--- src/verilog/pgw_pkg.sv ---
// Package for the two-pin GPIO block with interrupt support.
// Assumes a 10 MHz mclk and an APB master of 32-bit data.
package pgw_pkg;

    localparam int          PIN_CNT      = 2;
    localparam int          ADDR_W       = 8;
    localparam int          DATA_W       = 32;

    // Register byte addresses
    localparam logic [7:0]  ADR_PIN0_CFG = 8'h00;
    localparam logic [7:0]  ADR_PIN1_CFG = 8'h04;
    localparam logic [7:0]  ADR_IRQ_STAT = 8'h08;
    localparam logic [7:0]  ADR_IRQ_CLR  = 8'h0C;
    localparam logic [7:0]  ADR_IRQ_MASK = 8'h10;

    // Pin configuration field positions
    localparam int          CFG_DIR_BIT  = 0;
    localparam int          CFG_DRV_BIT  = 1;
    localparam int          CFG_OUT_BIT  = 2;
    localparam int          CFG_FLT_BIT  = 3;
    localparam int          CFG_ALT_BIT  = 4;
    localparam int          CFG_LVL_BIT  = 5;

    // Interrupt status layout: rise bits low, fall bits high
    localparam int          IRQ_RISE_LSB = 0;
    localparam int          IRQ_FALL_LSB = 2;
    localparam int          IRQ_W        = 4;
    localparam logic [3:0]  IRQ_MASK_RST = 4'hF;

    // Debounce interval
    localparam int          MCLK_HZ      = 10_000_000;
    localparam int          FILT_MS      = 30;
    localparam int          FILT_CYC     = (MCLK_HZ / 1000) * FILT_MS;
    localparam int          FILT_CNT_W   = 19;

    typedef struct packed {
        logic altSel;
        logic filterOn;
        logic outLevel;
        logic driveStyle;
        logic dirIn;
    } pgw_pin_cfg_t;

    localparam pgw_pin_cfg_t PIN_CFG_RST = '{altSel: 1'b0, filterOn: 1'b0, outLevel: 1'b0,
                                             driveStyle: 1'b0, dirIn: 1'b1};

    typedef struct packed {
        logic pinOut;
        logic pinOe;
    } pgw_pin_drv_t;

endpackage

--- src/verilog/pgw_gpio.sv ---
// Two general-purpose pins with debounce, edge interrupts and alternate functions.
// Assumes pins arrive asynchronously and the interrupt line has an external pull-up.
`timescale 1ns/1ps

// Notes on behaviour
// Direction bit zero makes the pin an output driving the programmed level.
// Drive style one drives both levels; zero only pulls low (open-drain).
// Pin level status tracks the sensed pin even while it is an output.
// Direction bit one stops driving the pin; it becomes an input.
// Filter enabled: input change accepted only after a 30 ms interval.
// Filter disabled: level changes go to the interrupt logic without filter delay.
// Rising and falling edges on each pin set separate interrupt bits.
// Each edge bit has a mask; zero lets it assert, one blocks it.
// Interrupt output low while any unmasked bit is set, else released.
// All mask bits come out of reset masked; masked bits never act.
// Interrupt output is active low open-drain, only pulling low.
// Each pin has a readable alternate select; one picks alternate function.
// Alternate pin zero is active-high input for channel 0 voltage scaling.
// Alternate pin one outputs the channel 2 power-sequencer slot signal.
// Edge interrupt bits stay latched until software clears them.
// Debounce restarts on every transition; level updates after full stable interval.
module pgw_gpio
    import pgw_pkg::*;
#(
    parameter int FILT_CYCLES = FILT_CYC
) (
    input  wire logic                 mclk,
    input  wire logic                 srst,
    input  wire logic                 psel,
    input  wire logic                 penable,
    input  wire logic                 pwrite,
    input  wire logic [ADDR_W-1:0]    paddr,
    input  wire logic [DATA_W-1:0]    pwdata,
    output logic      [DATA_W-1:0]    prdata,
    output logic                      pready,
    output logic                      pslverr,
    input  wire logic [PIN_CNT-1:0]   pinIn,
    output logic      [PIN_CNT-1:0]   pinOut,
    output logic      [PIN_CNT-1:0]   pinOe,
    input  wire logic                 seqSlotCh2,
    output logic                      dvsCtlCh0,
    output logic                      interruptRequestOutN,
    output logic                      interruptRequestOe
);

    localparam logic [FILT_CNT_W-1:0] FILT_LAST = FILT_CNT_W'(FILT_CYCLES - 1);

    pgw_pin_cfg_t             pinCfg_r [PIN_CNT];
    logic [IRQ_W-1:0]         irqStat_r;
    logic [IRQ_W-1:0]         irqMask_r;
    logic [IRQ_W-1:0]         irqSet;
    logic [IRQ_W-1:0]         irqClr;
    logic [PIN_CNT-1:0]       syncA_r;
    logic [PIN_CNT-1:0]       syncB_r;
    logic [PIN_CNT-1:0]       syncPrev_r;
    logic [PIN_CNT-1:0]       filtLvl_r;
    logic [PIN_CNT-1:0]       filtPrev_r;
    logic [PIN_CNT-1:0]       lvlNow;
    logic [FILT_CNT_W-1:0]    filtCnt_r [PIN_CNT];
    pgw_pin_drv_t             pinDrv [PIN_CNT];
    logic                     setupRd;
    logic                     accessWr;
    logic                     addrHit;
    logic                     irqActive;
    logic [DATA_W-1:0]        rdMux;

    // Bus decode
    assign setupRd  = psel & ~penable & ~pwrite;
    assign accessWr = psel & penable & pwrite;

    always_comb begin
        case (paddr)
            ADR_PIN0_CFG, ADR_PIN1_CFG, ADR_IRQ_STAT, ADR_IRQ_CLR, ADR_IRQ_MASK: addrHit = 1'b1;
            default: addrHit = 1'b0;
        endcase
    end

    assign pready  = psel & penable;
    assign pslverr = psel & penable & ~addrHit;

    always_comb begin
        rdMux = '0;
        case (paddr)
            ADR_PIN0_CFG: begin
                rdMux[CFG_DIR_BIT] = pinCfg_r[0].dirIn;
                rdMux[CFG_DRV_BIT] = pinCfg_r[0].driveStyle;
                rdMux[CFG_OUT_BIT] = pinCfg_r[0].outLevel;
                rdMux[CFG_FLT_BIT] = pinCfg_r[0].filterOn;
                rdMux[CFG_ALT_BIT] = pinCfg_r[0].altSel;
                rdMux[CFG_LVL_BIT] = lvlNow[0];
            end
            ADR_PIN1_CFG: begin
                rdMux[CFG_DIR_BIT] = pinCfg_r[1].dirIn;
                rdMux[CFG_DRV_BIT] = pinCfg_r[1].driveStyle;
                rdMux[CFG_OUT_BIT] = pinCfg_r[1].outLevel;
                rdMux[CFG_FLT_BIT] = pinCfg_r[1].filterOn;
                rdMux[CFG_ALT_BIT] = pinCfg_r[1].altSel;
                rdMux[CFG_LVL_BIT] = lvlNow[1];
            end
            ADR_IRQ_STAT: rdMux[IRQ_W-1:0] = irqStat_r;
            ADR_IRQ_MASK: rdMux[IRQ_W-1:0] = irqMask_r;
            default:      rdMux = '0;
        endcase
    end

    // Read data captured in the setup cycle, stable through the access phase
    always_ff @(posedge mclk) begin
        if (srst) begin
            prdata <= '0;
        end else if (setupRd) begin
            prdata <= rdMux;
        end
    end

    // Pin configuration registers
    always_ff @(posedge mclk) begin
        if (srst) begin
            pinCfg_r[0] <= PIN_CFG_RST;
            pinCfg_r[1] <= PIN_CFG_RST;
        end else if (accessWr) begin
            if (paddr == ADR_PIN0_CFG) begin
                pinCfg_r[0] <= '{altSel: pwdata[CFG_ALT_BIT], filterOn: pwdata[CFG_FLT_BIT],
                                 outLevel: pwdata[CFG_OUT_BIT], driveStyle: pwdata[CFG_DRV_BIT],
                                 dirIn: pwdata[CFG_DIR_BIT]};
            end
            if (paddr == ADR_PIN1_CFG) begin
                pinCfg_r[1] <= '{altSel: pwdata[CFG_ALT_BIT], filterOn: pwdata[CFG_FLT_BIT],
                                 outLevel: pwdata[CFG_OUT_BIT], driveStyle: pwdata[CFG_DRV_BIT],
                                 dirIn: pwdata[CFG_DIR_BIT]};
            end
        end
    end

    // Mask register, all masked after reset
    always_ff @(posedge mclk) begin
        if (srst) begin
            irqMask_r <= IRQ_MASK_RST;
        end else if (accessWr && paddr == ADR_IRQ_MASK) begin
            irqMask_r <= pwdata[IRQ_W-1:0];
        end
    end

    assign irqClr = (accessWr && paddr == ADR_IRQ_CLR) ? pwdata[IRQ_W-1:0] : '0;

    // Per-pin input path
    genvar gi;
    generate
        for (gi = 0; gi < PIN_CNT; gi++) begin : gPin
            // Reset to the pulled-up idle level so no false edge follows reset
            always_ff @(posedge mclk) begin
                if (srst) begin
                    syncA_r[gi] <= 1'b1;
                    syncB_r[gi] <= 1'b1;
                end else begin
                    syncA_r[gi] <= pinIn[gi];
                    syncB_r[gi] <= syncA_r[gi];
                end
            end

            // Debounce counter restarts whenever the raw level moves
            always_ff @(posedge mclk) begin
                if (srst) begin
                    syncPrev_r[gi] <= 1'b1;
                    filtLvl_r[gi]  <= 1'b1;
                    filtCnt_r[gi]  <= '0;
                end else begin
                    syncPrev_r[gi] <= syncB_r[gi];
                    if (!pinCfg_r[gi].filterOn) begin
                        filtLvl_r[gi] <= syncB_r[gi];
                        filtCnt_r[gi] <= '0;
                    end else if (syncB_r[gi] != syncPrev_r[gi]) begin
                        filtCnt_r[gi] <= '0;
                    end else if (syncB_r[gi] != filtLvl_r[gi]) begin
                        if (filtCnt_r[gi] == FILT_LAST) begin
                            filtLvl_r[gi] <= syncB_r[gi];
                            filtCnt_r[gi] <= '0;
                        end else begin
                            filtCnt_r[gi] <= filtCnt_r[gi] + 1'b1;
                        end
                    end else begin
                        filtCnt_r[gi] <= '0;
                    end
                end
            end

            // Unfiltered mode bypasses the filter flop to save a cycle
            assign lvlNow[gi] = pinCfg_r[gi].filterOn ? filtLvl_r[gi] : syncB_r[gi];

            always_ff @(posedge mclk) begin
                if (srst) begin
                    filtPrev_r[gi] <= 1'b1;
                end else begin
                    filtPrev_r[gi] <= lvlNow[gi];
                end
            end

            assign irqSet[IRQ_RISE_LSB+gi] = lvlNow[gi] & ~filtPrev_r[gi];
            assign irqSet[IRQ_FALL_LSB+gi] = ~lvlNow[gi] & filtPrev_r[gi];
        end
    endgenerate

    // Sticky status; a new edge wins over a clear in the same cycle
    always_ff @(posedge mclk) begin
        if (srst) begin
            irqStat_r <= '0;
        end else begin
            irqStat_r <= (irqStat_r & ~irqClr) | irqSet;
        end
    end

    assign irqActive = |(irqStat_r & ~irqMask_r);

    // Open-drain interrupt: only ever drives low
    assign interruptRequestOutN = 1'b0;
    assign interruptRequestOe   = irqActive;

    // Pin drivers
    always_comb begin
        for (int i = 0; i < PIN_CNT; i++) begin
            if (pinCfg_r[i].dirIn) begin
                pinDrv[i] = '{pinOut: 1'b0, pinOe: 1'b0};
            end else if (pinCfg_r[i].driveStyle) begin
                pinDrv[i] = '{pinOut: pinCfg_r[i].outLevel, pinOe: 1'b1};
            end else begin
                pinDrv[i] = '{pinOut: 1'b0, pinOe: ~pinCfg_r[i].outLevel};
            end
        end
        if (pinCfg_r[0].altSel) begin
            pinDrv[0] = '{pinOut: 1'b0, pinOe: 1'b0};
        end
        if (pinCfg_r[1].altSel) begin
            pinDrv[1] = '{pinOut: seqSlotCh2, pinOe: 1'b1};
        end
    end

    generate
        for (gi = 0; gi < PIN_CNT; gi++) begin : gDrv
            assign pinOut[gi] = pinDrv[gi].pinOut;
            assign pinOe[gi]  = pinDrv[gi].pinOe;
        end
    endgenerate

    assign dvsCtlCh0 = pinCfg_r[0].altSel & lvlNow[0];

endmodule

--- config.mk ---
export PLATFORM = sky130hd
export DESIGN_NAME = pgw_gpio
export DESIGN_NICKNAME = d
export VERILOG_FILES = /design/src/verilog/pgw_pkg.sv /design/src/verilog/pgw_gpio.sv
export SDC_FILE = /design/constraint.sdc
export NUM_CORES = 1
export LEC_CHECK = 0
export BUFFER_PORTS_ARGS = -buffer_cell sky130_fd_sc_hd__buf_2
export CORE_MARGIN = 1
export CORE_UTILIZATION = 47
export CTS_CLUSTER_SIZE = 20
export DETAILED_ROUTE_END_ITERATION = 6
export GPL_ROUTABILITY_DRIVEN = 1
export PLACE_DENSITY = 0.79
export SYNTH_ARGS = -nofsm -noshare
export SYNTH_HDL_FRONTEND = slang
export SYNTH_SLANG_ARGS = --single-unit
--- constraint.sdc ---
create_clock -name mclk -period 4.4 [get_ports mclk]
set_input_delay 0.44 -clock mclk [delete_from_list [all_inputs] [get_ports mclk]]
set_output_delay 0.44 -clock mclk [all_outputs]
set_load 0.02 [all_outputs]
==> flow_metrics.env, run 1 <==
export IMPL_worstSetupPathType="reg -> reg"
export IMPL_start_kind="flip-flop"
export IMPL_yosysTopAreaCell="edfxtp_1"
export IMPL_antenna_found_initial=0
export IMPL_netlist_area_um2=3950
export IMPL_hold_worst_slack_ns=0.257
export IMPL_yosys_cell_count_top_type="nor2_1"
export IMPL_finalWirelength_um=7520
export IMPL_clk_path_buf_depth=2
export IMPL_synth_mux_area_frac=0.0269
export IMPL_leakagePower_nw=1.67
export IMPL_synth_seq_cells=72
export IMPL_cp_startpoint="filtCnt_r[1][10]$_SDFFCE_PP0P_"
export IMPL_grt_max_degree=30
export IMPL_vias=3043
export IMPL_slew_violations=0
export IMPL_critPathMaxFanout=17
export IMPL_drtAntennaViolNets=0
export IMPL_grt_pass1_vias=2748
export IMPL_dp_hpwl_um=5610
export IMPL_start_util=0.483
export IMPL_tritoncts="done"
export IMPL_hold_path_startpoint="pinIn[0]"
export IMPL_synthArstFlopShare=0
export IMPL_drv_cap=0
export IMPL_ff2ff_setup_slack_ns=2.30
export IMPL_synth_simple_area_share=0.252
export IMPL_worstSkewPairLatency_ns=0.36
export IMPL_drive_above_1_share=0.153
export IMPL_die_w_um=93.7
export IMPL_setup_viol=0
export IMPL_cts_buffers=9
export IMPL_post_cts_buffers=0
export IMPL_holdPathStages=2
export IMPL_clkTransAtPathRegs_ns=0.10
export IMPL_final_util=0.542
export IMPL_clock_skew_ns=0.0164
export IMPL_status="finished clean"
export IMPL_drc=0
export IMPL_hold_end="syncA_r[0]$_SDFF_PP1_"
export IMPL_cts_sinks=72
export IMPL_fmax_mhz=475
export IMPL_fin_setup_tns_ns=0
export IMPL_synth_cells=401
export IMPL_synthAdderAreaFrac=0.00886
export IMPL_fp_row_count=33
export IMPL_yosysSeqAreaShare=0.486
export IMPL_place_congestion=0.895
export IMPL_fillers=734
export IMPL_yosysWarningCount=0
export IMPL_hp_class="in -> reg"
export IMPL_r2r_start="filtCnt_r[1][10]$_SDFFCE_PP0P_"
export IMPL_power_density_nw_per_um2=311
export IMPL_worstPathRequired_ns=4.48
export IMPL_cp_end_kind="flip-flop"
export IMPL_die_h_um=93.7
export IMPL_grt_use_total=0.185
export IMPL_gr_total_overflow=0
export IMPL_vias_per_cell=5.24
export IMPL_avgSynthCellArea_um2=9.86
export IMPL_netlist_area_leader_share=0.365
export IMPL_grt_pass1_wl_um=12700
export IMPL_nets=521
export IMPL_worstMarginPinSlew_ns=0.704
export IMPL_finalHoldViolCount=0
export IMPL_synth_edff_count=48
export IMPL_holdBufCountCts=0
export IMPL_rr_endpoint="filtCnt_r[1][5]$_SDFFCE_PP0P_"
export IMPL_fp_coreArea_um2=8180
export IMPL_antenna_cells=0
export IMPL_netlist_top_cells_count="nor2_1 (54), edfxtp_1 (48), buf_4 (27)"
export IMPL_synth_flop_cell="edfxtp_1"
export IMPL_synth_area_top_cells="edfxtp_1 (36%), dfxtp_1 (12%), buf_4 (5.1%)"
export IMPL_slew_limit_headroom=0.531
export IMPL_ctsResizeCount=0
export IMPL_wl_per_cell_um=12.9
export IMPL_cts_htree_levels=3
export IMPL_synth_cell_types=54
export IMPL_drt_iter0_drc=154
export IMPL_cp_arrival_ns=2.18
export IMPL_die_area_um2=8780
export IMPL_period_needed_ns=2.10
export IMPL_vdd_drop_max_uv=229
export IMPL_rr_worst_depth=4
export IMPL_port_buffers=34
export IMPL_synth_top_family_by_area="simple AND/OR/NAND/NOR gates"
export IMPL_synth_compound_area_frac=0.0848
export IMPL_area_growth_pct=12.1
export IMPL_dr_pass1_iters=5
export IMPL_rsz0062_at_grt="false"
export IMPL_clock_root_buffer="clkbuf_8"
export IMPL_synthXorXnorAreaFrac=0.0620
export IMPL_fin_crit_sh=0.478
export IMPL_io_pins=89
## per-stage QoR
stage / setup WS [ns] / total power [mW] / cells / area [um^2]
2_1_floorplan: 2.53 / 0.875 / 464 / 4190
3_3_place_gp: 2.25 / 0.885 / 565 / 4240
3_5_place_dp: 2.23 / 0.889 / 565 / 4240
4_1_cts: 2.29 / 1.38 / 581 / 4430
5_1_grt: 2.11 / 1.42 / 581 / 4430
6_report: 2.30 / 1.38 / 581 / 4430
## worst max-delay path by stage
stage	to	slack, ns
after detailed placement	pinCfg_r[0][5]$_DFFE_PP_	2.23
after floorplan	pslverr	2.53
final	filtCnt_r[1][5]$_SDFFCE_PP0P_	2.30
after global placement	pinCfg_r[0][5]$_DFFE_PP_	2.25
after CTS	filtCnt_r[1][5]$_SDFFCE_PP0P_	2.29
after global routing	filtCnt_r[0][8]$_SDFFCE_PP0P_	2.11
## cells in the final DEF (no fill, tap or decap), types with 14 or more instances in the layout
master / synthesis / final
nand2_1: 22 / 22
xnor2_1: 19 / 19
edfxtp_1: 48 / 48
conb_1: 2 / 65
buf_2: 2 / 34
nor2_1: 54 / 54
inv_1: 16 / 16
a21oi_1: 17 / 17
nand3_1: 14 / 14
dfxtp_1: 24 / 24
## layout make-up
| cell class | instances | area, um^2 | area share |
|---|---|---|---|
| Tap cell | 105 | 131 | 0.0297 |
| Clock buffer | 9 | 124 | 0.0280 |
| Sequential cell | 72 | 1920 | 0.434 |
| Inverter | 16 | 60.1 | 0.0136 |
| Multi-Input combinational cell | 338 | 1960 | 0.443 |
| Timing Repair Buffer | 34 | 170 | 0.0384 |
| Clock inverter | 7 | 61.3 | 0.0138 |
## registers in the layout, indices dropped and copies added (netlist names)
register,count
irqStat_r,4
pinCfg_r,10
syncB_r,2
syncA_r,2
prdata,6
syncPrev_r,2
filtPrev_r,2
filtCnt_r,38
filtLvl_r,2
irqMask_r,4
## metal layers
layer / global-route usage / vias up / part of all wire
li1: - / 1496 / -
met1: 0.239 / 1445 / 0.46
met2: 0.311 / 91 / 0.49
met3: 0.0291 / 11 / 0.044
met4: 0.0692 / 0 / 0.014
met5: 0 / - / 0
## where the power goes
group / total, mW / internal [mW] / switching [mW]
Clock: 0.499 / 0.216 / 0.284
Sequential: 0.766 / 0.742 / 0.0243
Combinational: 0.110 / 0.0373 / 0.0724
## cell families (layout without fill, tap and decap cells)
| group | Yosys count | in the layout |
|---|---|---|
| AOI/OAI and AO/OA | 53 | 53 |
| adders and majority gates | 3 | 3 |
| muxes | 10 | 10 |
| buffers and inverters | 54 | 66 |
| xor gates and xnor gates | 28 | 28 |
| DFF | 72 | 72 |
| and+or+nand+nor | 179 | 179 |
| other | 2 | 65 |
## worst max-delay path, stage by stage, from the launching register on
cell,delay (ns)
edfxtp_1,0.53
nor4b_1,0.35
nand4b_1,0.21
o21ai_2,0.61
nor2_1,0.13
(Power assumes the default switching activity.)
==> run 2, diff against run 1 <==
==> constraint.sdc (replaced) <==
create_clock -name mclk -period 2.15 [get_ports mclk]
set_input_delay 0.215 -clock mclk [delete_from_list [all_inputs] [get_ports mclk]]
set_output_delay 0.215 -clock mclk [all_outputs]
set_load 0.02 [all_outputs]
==> run 2 against run 1 <==
Sequential power grew 100%. Fmax grew 13%. Critical path depth grew 1. Cell area grew 0.71%. Count of clock-buffer cells in the layout grew 1. Clock skew shrank 0.0046 ns. Clock power grew 100%. Combinational power grew 110%. Register-to-register slack lost 2.0 ns. Hold slack lost 0.22 ns. Core utilization grew 0.38 points. Die area is the same. Largest power group unchanged.
==> flow_metrics.env, run 2 (synthesis gave the netlist of run 1 again) <==
export IMPL_cts_htree_levels=3
export IMPL_drive_above_1_share=0.160
export IMPL_finalHoldViolCount=0
export IMPL_rr_worst_depth=5
export IMPL_slew_limit_headroom=0.619
export IMPL_drt_iter0_drc=129
export IMPL_ctsResizeCount=0
export IMPL_layout_common_cells="conb_1 (65), nor2_1 (54), edfxtp_1 (48), buf_2 (34), dfxtp_1 (24)"
export IMPL_dp_hpwl_um=5650
export IMPL_leakagePower_nw=1.68
export IMPL_hp_class="in -> reg"
export IMPL_fp_row_count=33
export IMPL_post_cts_buffers=0
export IMPL_cts_sinks=72
export IMPL_antenna_cells=0
export IMPL_start_util=0.483
export IMPL_fin_setup_tns_ns=0
export IMPL_vdd_drop_max_uv=465
export IMPL_die_area_um2=8780
export IMPL_status="finished clean"
export IMPL_cp_arrival_ns=1.96
export IMPL_holdPathStages=2
export IMPL_gr_total_overflow=0
export IMPL_tritoncts="done"
export IMPL_place_congestion=0.882
export IMPL_grt_pass1_wl_um=12900
export IMPL_grt_use_total=0.190
export IMPL_antenna_found_initial=0
export IMPL_drv_cap=0
export IMPL_area_growth_pct=12.9
export IMPL_die_h_um=93.7
export IMPL_r2r_start="filtCnt_r[0][11]$_SDFFCE_PP0P_"
export IMPL_hold_end="syncA_r[0]$_SDFF_PP1_"
export IMPL_power_density_nw_per_um2=632
export IMPL_nets=525
export IMPL_ff2ff_setup_slack_ns=0.29
export IMPL_port_buffers=34
export IMPL_slew_violations=0
export IMPL_vias=3023
export IMPL_period_needed_ns=1.86
export IMPL_fp_coreArea_um2=8180
export IMPL_drc=0
export IMPL_fin_crit_sh=0.865
export IMPL_critPathMaxFanout=18
export IMPL_worstMarginPinSlew_ns=0.556
export IMPL_layout_commonest_cell="conb_1"
export IMPL_die_w_um=93.7
export IMPL_worstSkewPairLatency_ns=0.36
export IMPL_largestRegisters="filtCnt_r x38, pinCfg_r x10, prdata x6"
export IMPL_largest_register="filtCnt_r"
export IMPL_setup_viol=0
export IMPL_worstPathRequired_ns=2.25
export IMPL_fillers=728
export IMPL_cts_buffers=9
export IMPL_finalWirelength_um=7800
export IMPL_largest_reg_flops=38
export IMPL_fin_ws_ns=0.290
export IMPL_worstSetupPathType="reg -> reg"
export IMPL_clkTransAtPathRegs_ns=0.09
export IMPL_drtAntennaViolNets=0
export IMPL_hold_path_startpoint="pinIn[0]"
export IMPL_dr_pass1_iters=4
export IMPL_rr_endpoint="filtCnt_r[0][12]$_SDFFCE_PP0P_"
export IMPL_holdBufCountCts=0
export IMPL_clock_root_buffer="clkbuf_8"
export IMPL_rsz0062_at_grt="false"
export IMPL_wl_per_cell_um=13.3
export IMPL_dp_worst_setup_slack_ns=0.215
export IMPL_clk_path_buf_depth=2
export IMPL_grt_pass1_vias=2819
export IMPL_grt_max_degree=30
export IMPL_io_pins=89
export IMPL_clock_skew_ns=0.0118
export IMPL_cp_end_kind="flip-flop"
export IMPL_fmax_mhz=538
export IMPL_start_kind="flip-flop"
export IMPL_vias_per_cell=5.17
[run 2: worst max-delay path, cell delays in order (launching register included)]
cell and delay, ns:
edfxtp_1 0.49, nor4b_1 0.35, nand4_1 0.26, o21ai_2 0.20
buf_4 0.24, nor2_1 0.08
[run 2: through the flow]
step	instance area, um^2	utilization	total power [mW]	cells	hold slack [ns]
after floorplan	4190	-	1.79	464	0.319
after global placement	4270	0.523	1.81	569	0.392
after detailed placement	4270	0.523	1.82	569	0.399
after CTS	4460	0.546	2.83	585	0.0223
after global routing	4460	0.546	2.91	585	0.0303
final	4460	0.546	2.82	585	0.0327
[run 2: how the worst max path moves through the flow]
stage,from,to,slack [ns]
global placement,paddr[0],pinCfg_r[0][0]$_DFFE_PP_,0.25
CTS,filtCnt_r[1][0]$_SDFFCE_PP0P_,filtCnt_r[1][14]$_SDFFCE_PP0P_,0.31
global route,filtCnt_r[1][0]$_SDFFCE_PP0P_,filtCnt_r[1][14]$_SDFFCE_PP0P_,0.18
floorplan,filtCnt_r[1][10]$_SDFFCE_PP0P_,filtCnt_r[1][2]$_SDFFCE_PP0P_,0.38
finish,filtCnt_r[0][11]$_SDFFCE_PP0P_,filtCnt_r[0][12]$_SDFFCE_PP0P_,0.29
detailed placement,paddr[0],pinCfg_r[0][5]$_DFFE_PP_,0.22
[run 2: final cells by class]
type	count	area [um^2]	share of cell area
clock buffer	10	138	0.0309
multi-input combinational	338	1960	0.440
timing repair buffer	38	200	0.0449
sequential	72	1920	0.431
inverter	16	60.1	0.0135
clock inverter	6	48.8	0.0109
tap	105	131	0.0295
[run 2: routing by layer]
metal	global-route usage	routed length [um]
met1	0.239	3580
met2	0.320	3740
met5	0	0
met3	0.0340	350
met4	0.0833	131
[run 2: where the power goes]
group / total, mW / switching (mW) / internal (mW)
Sequential: 1.57 / 0.0488 / 1.52
Clock: 1.02 / 0.559 / 0.463
Combinational: 0.228 / 0.150 / 0.0779
Total: 2.82 / 0.758 / 2.06
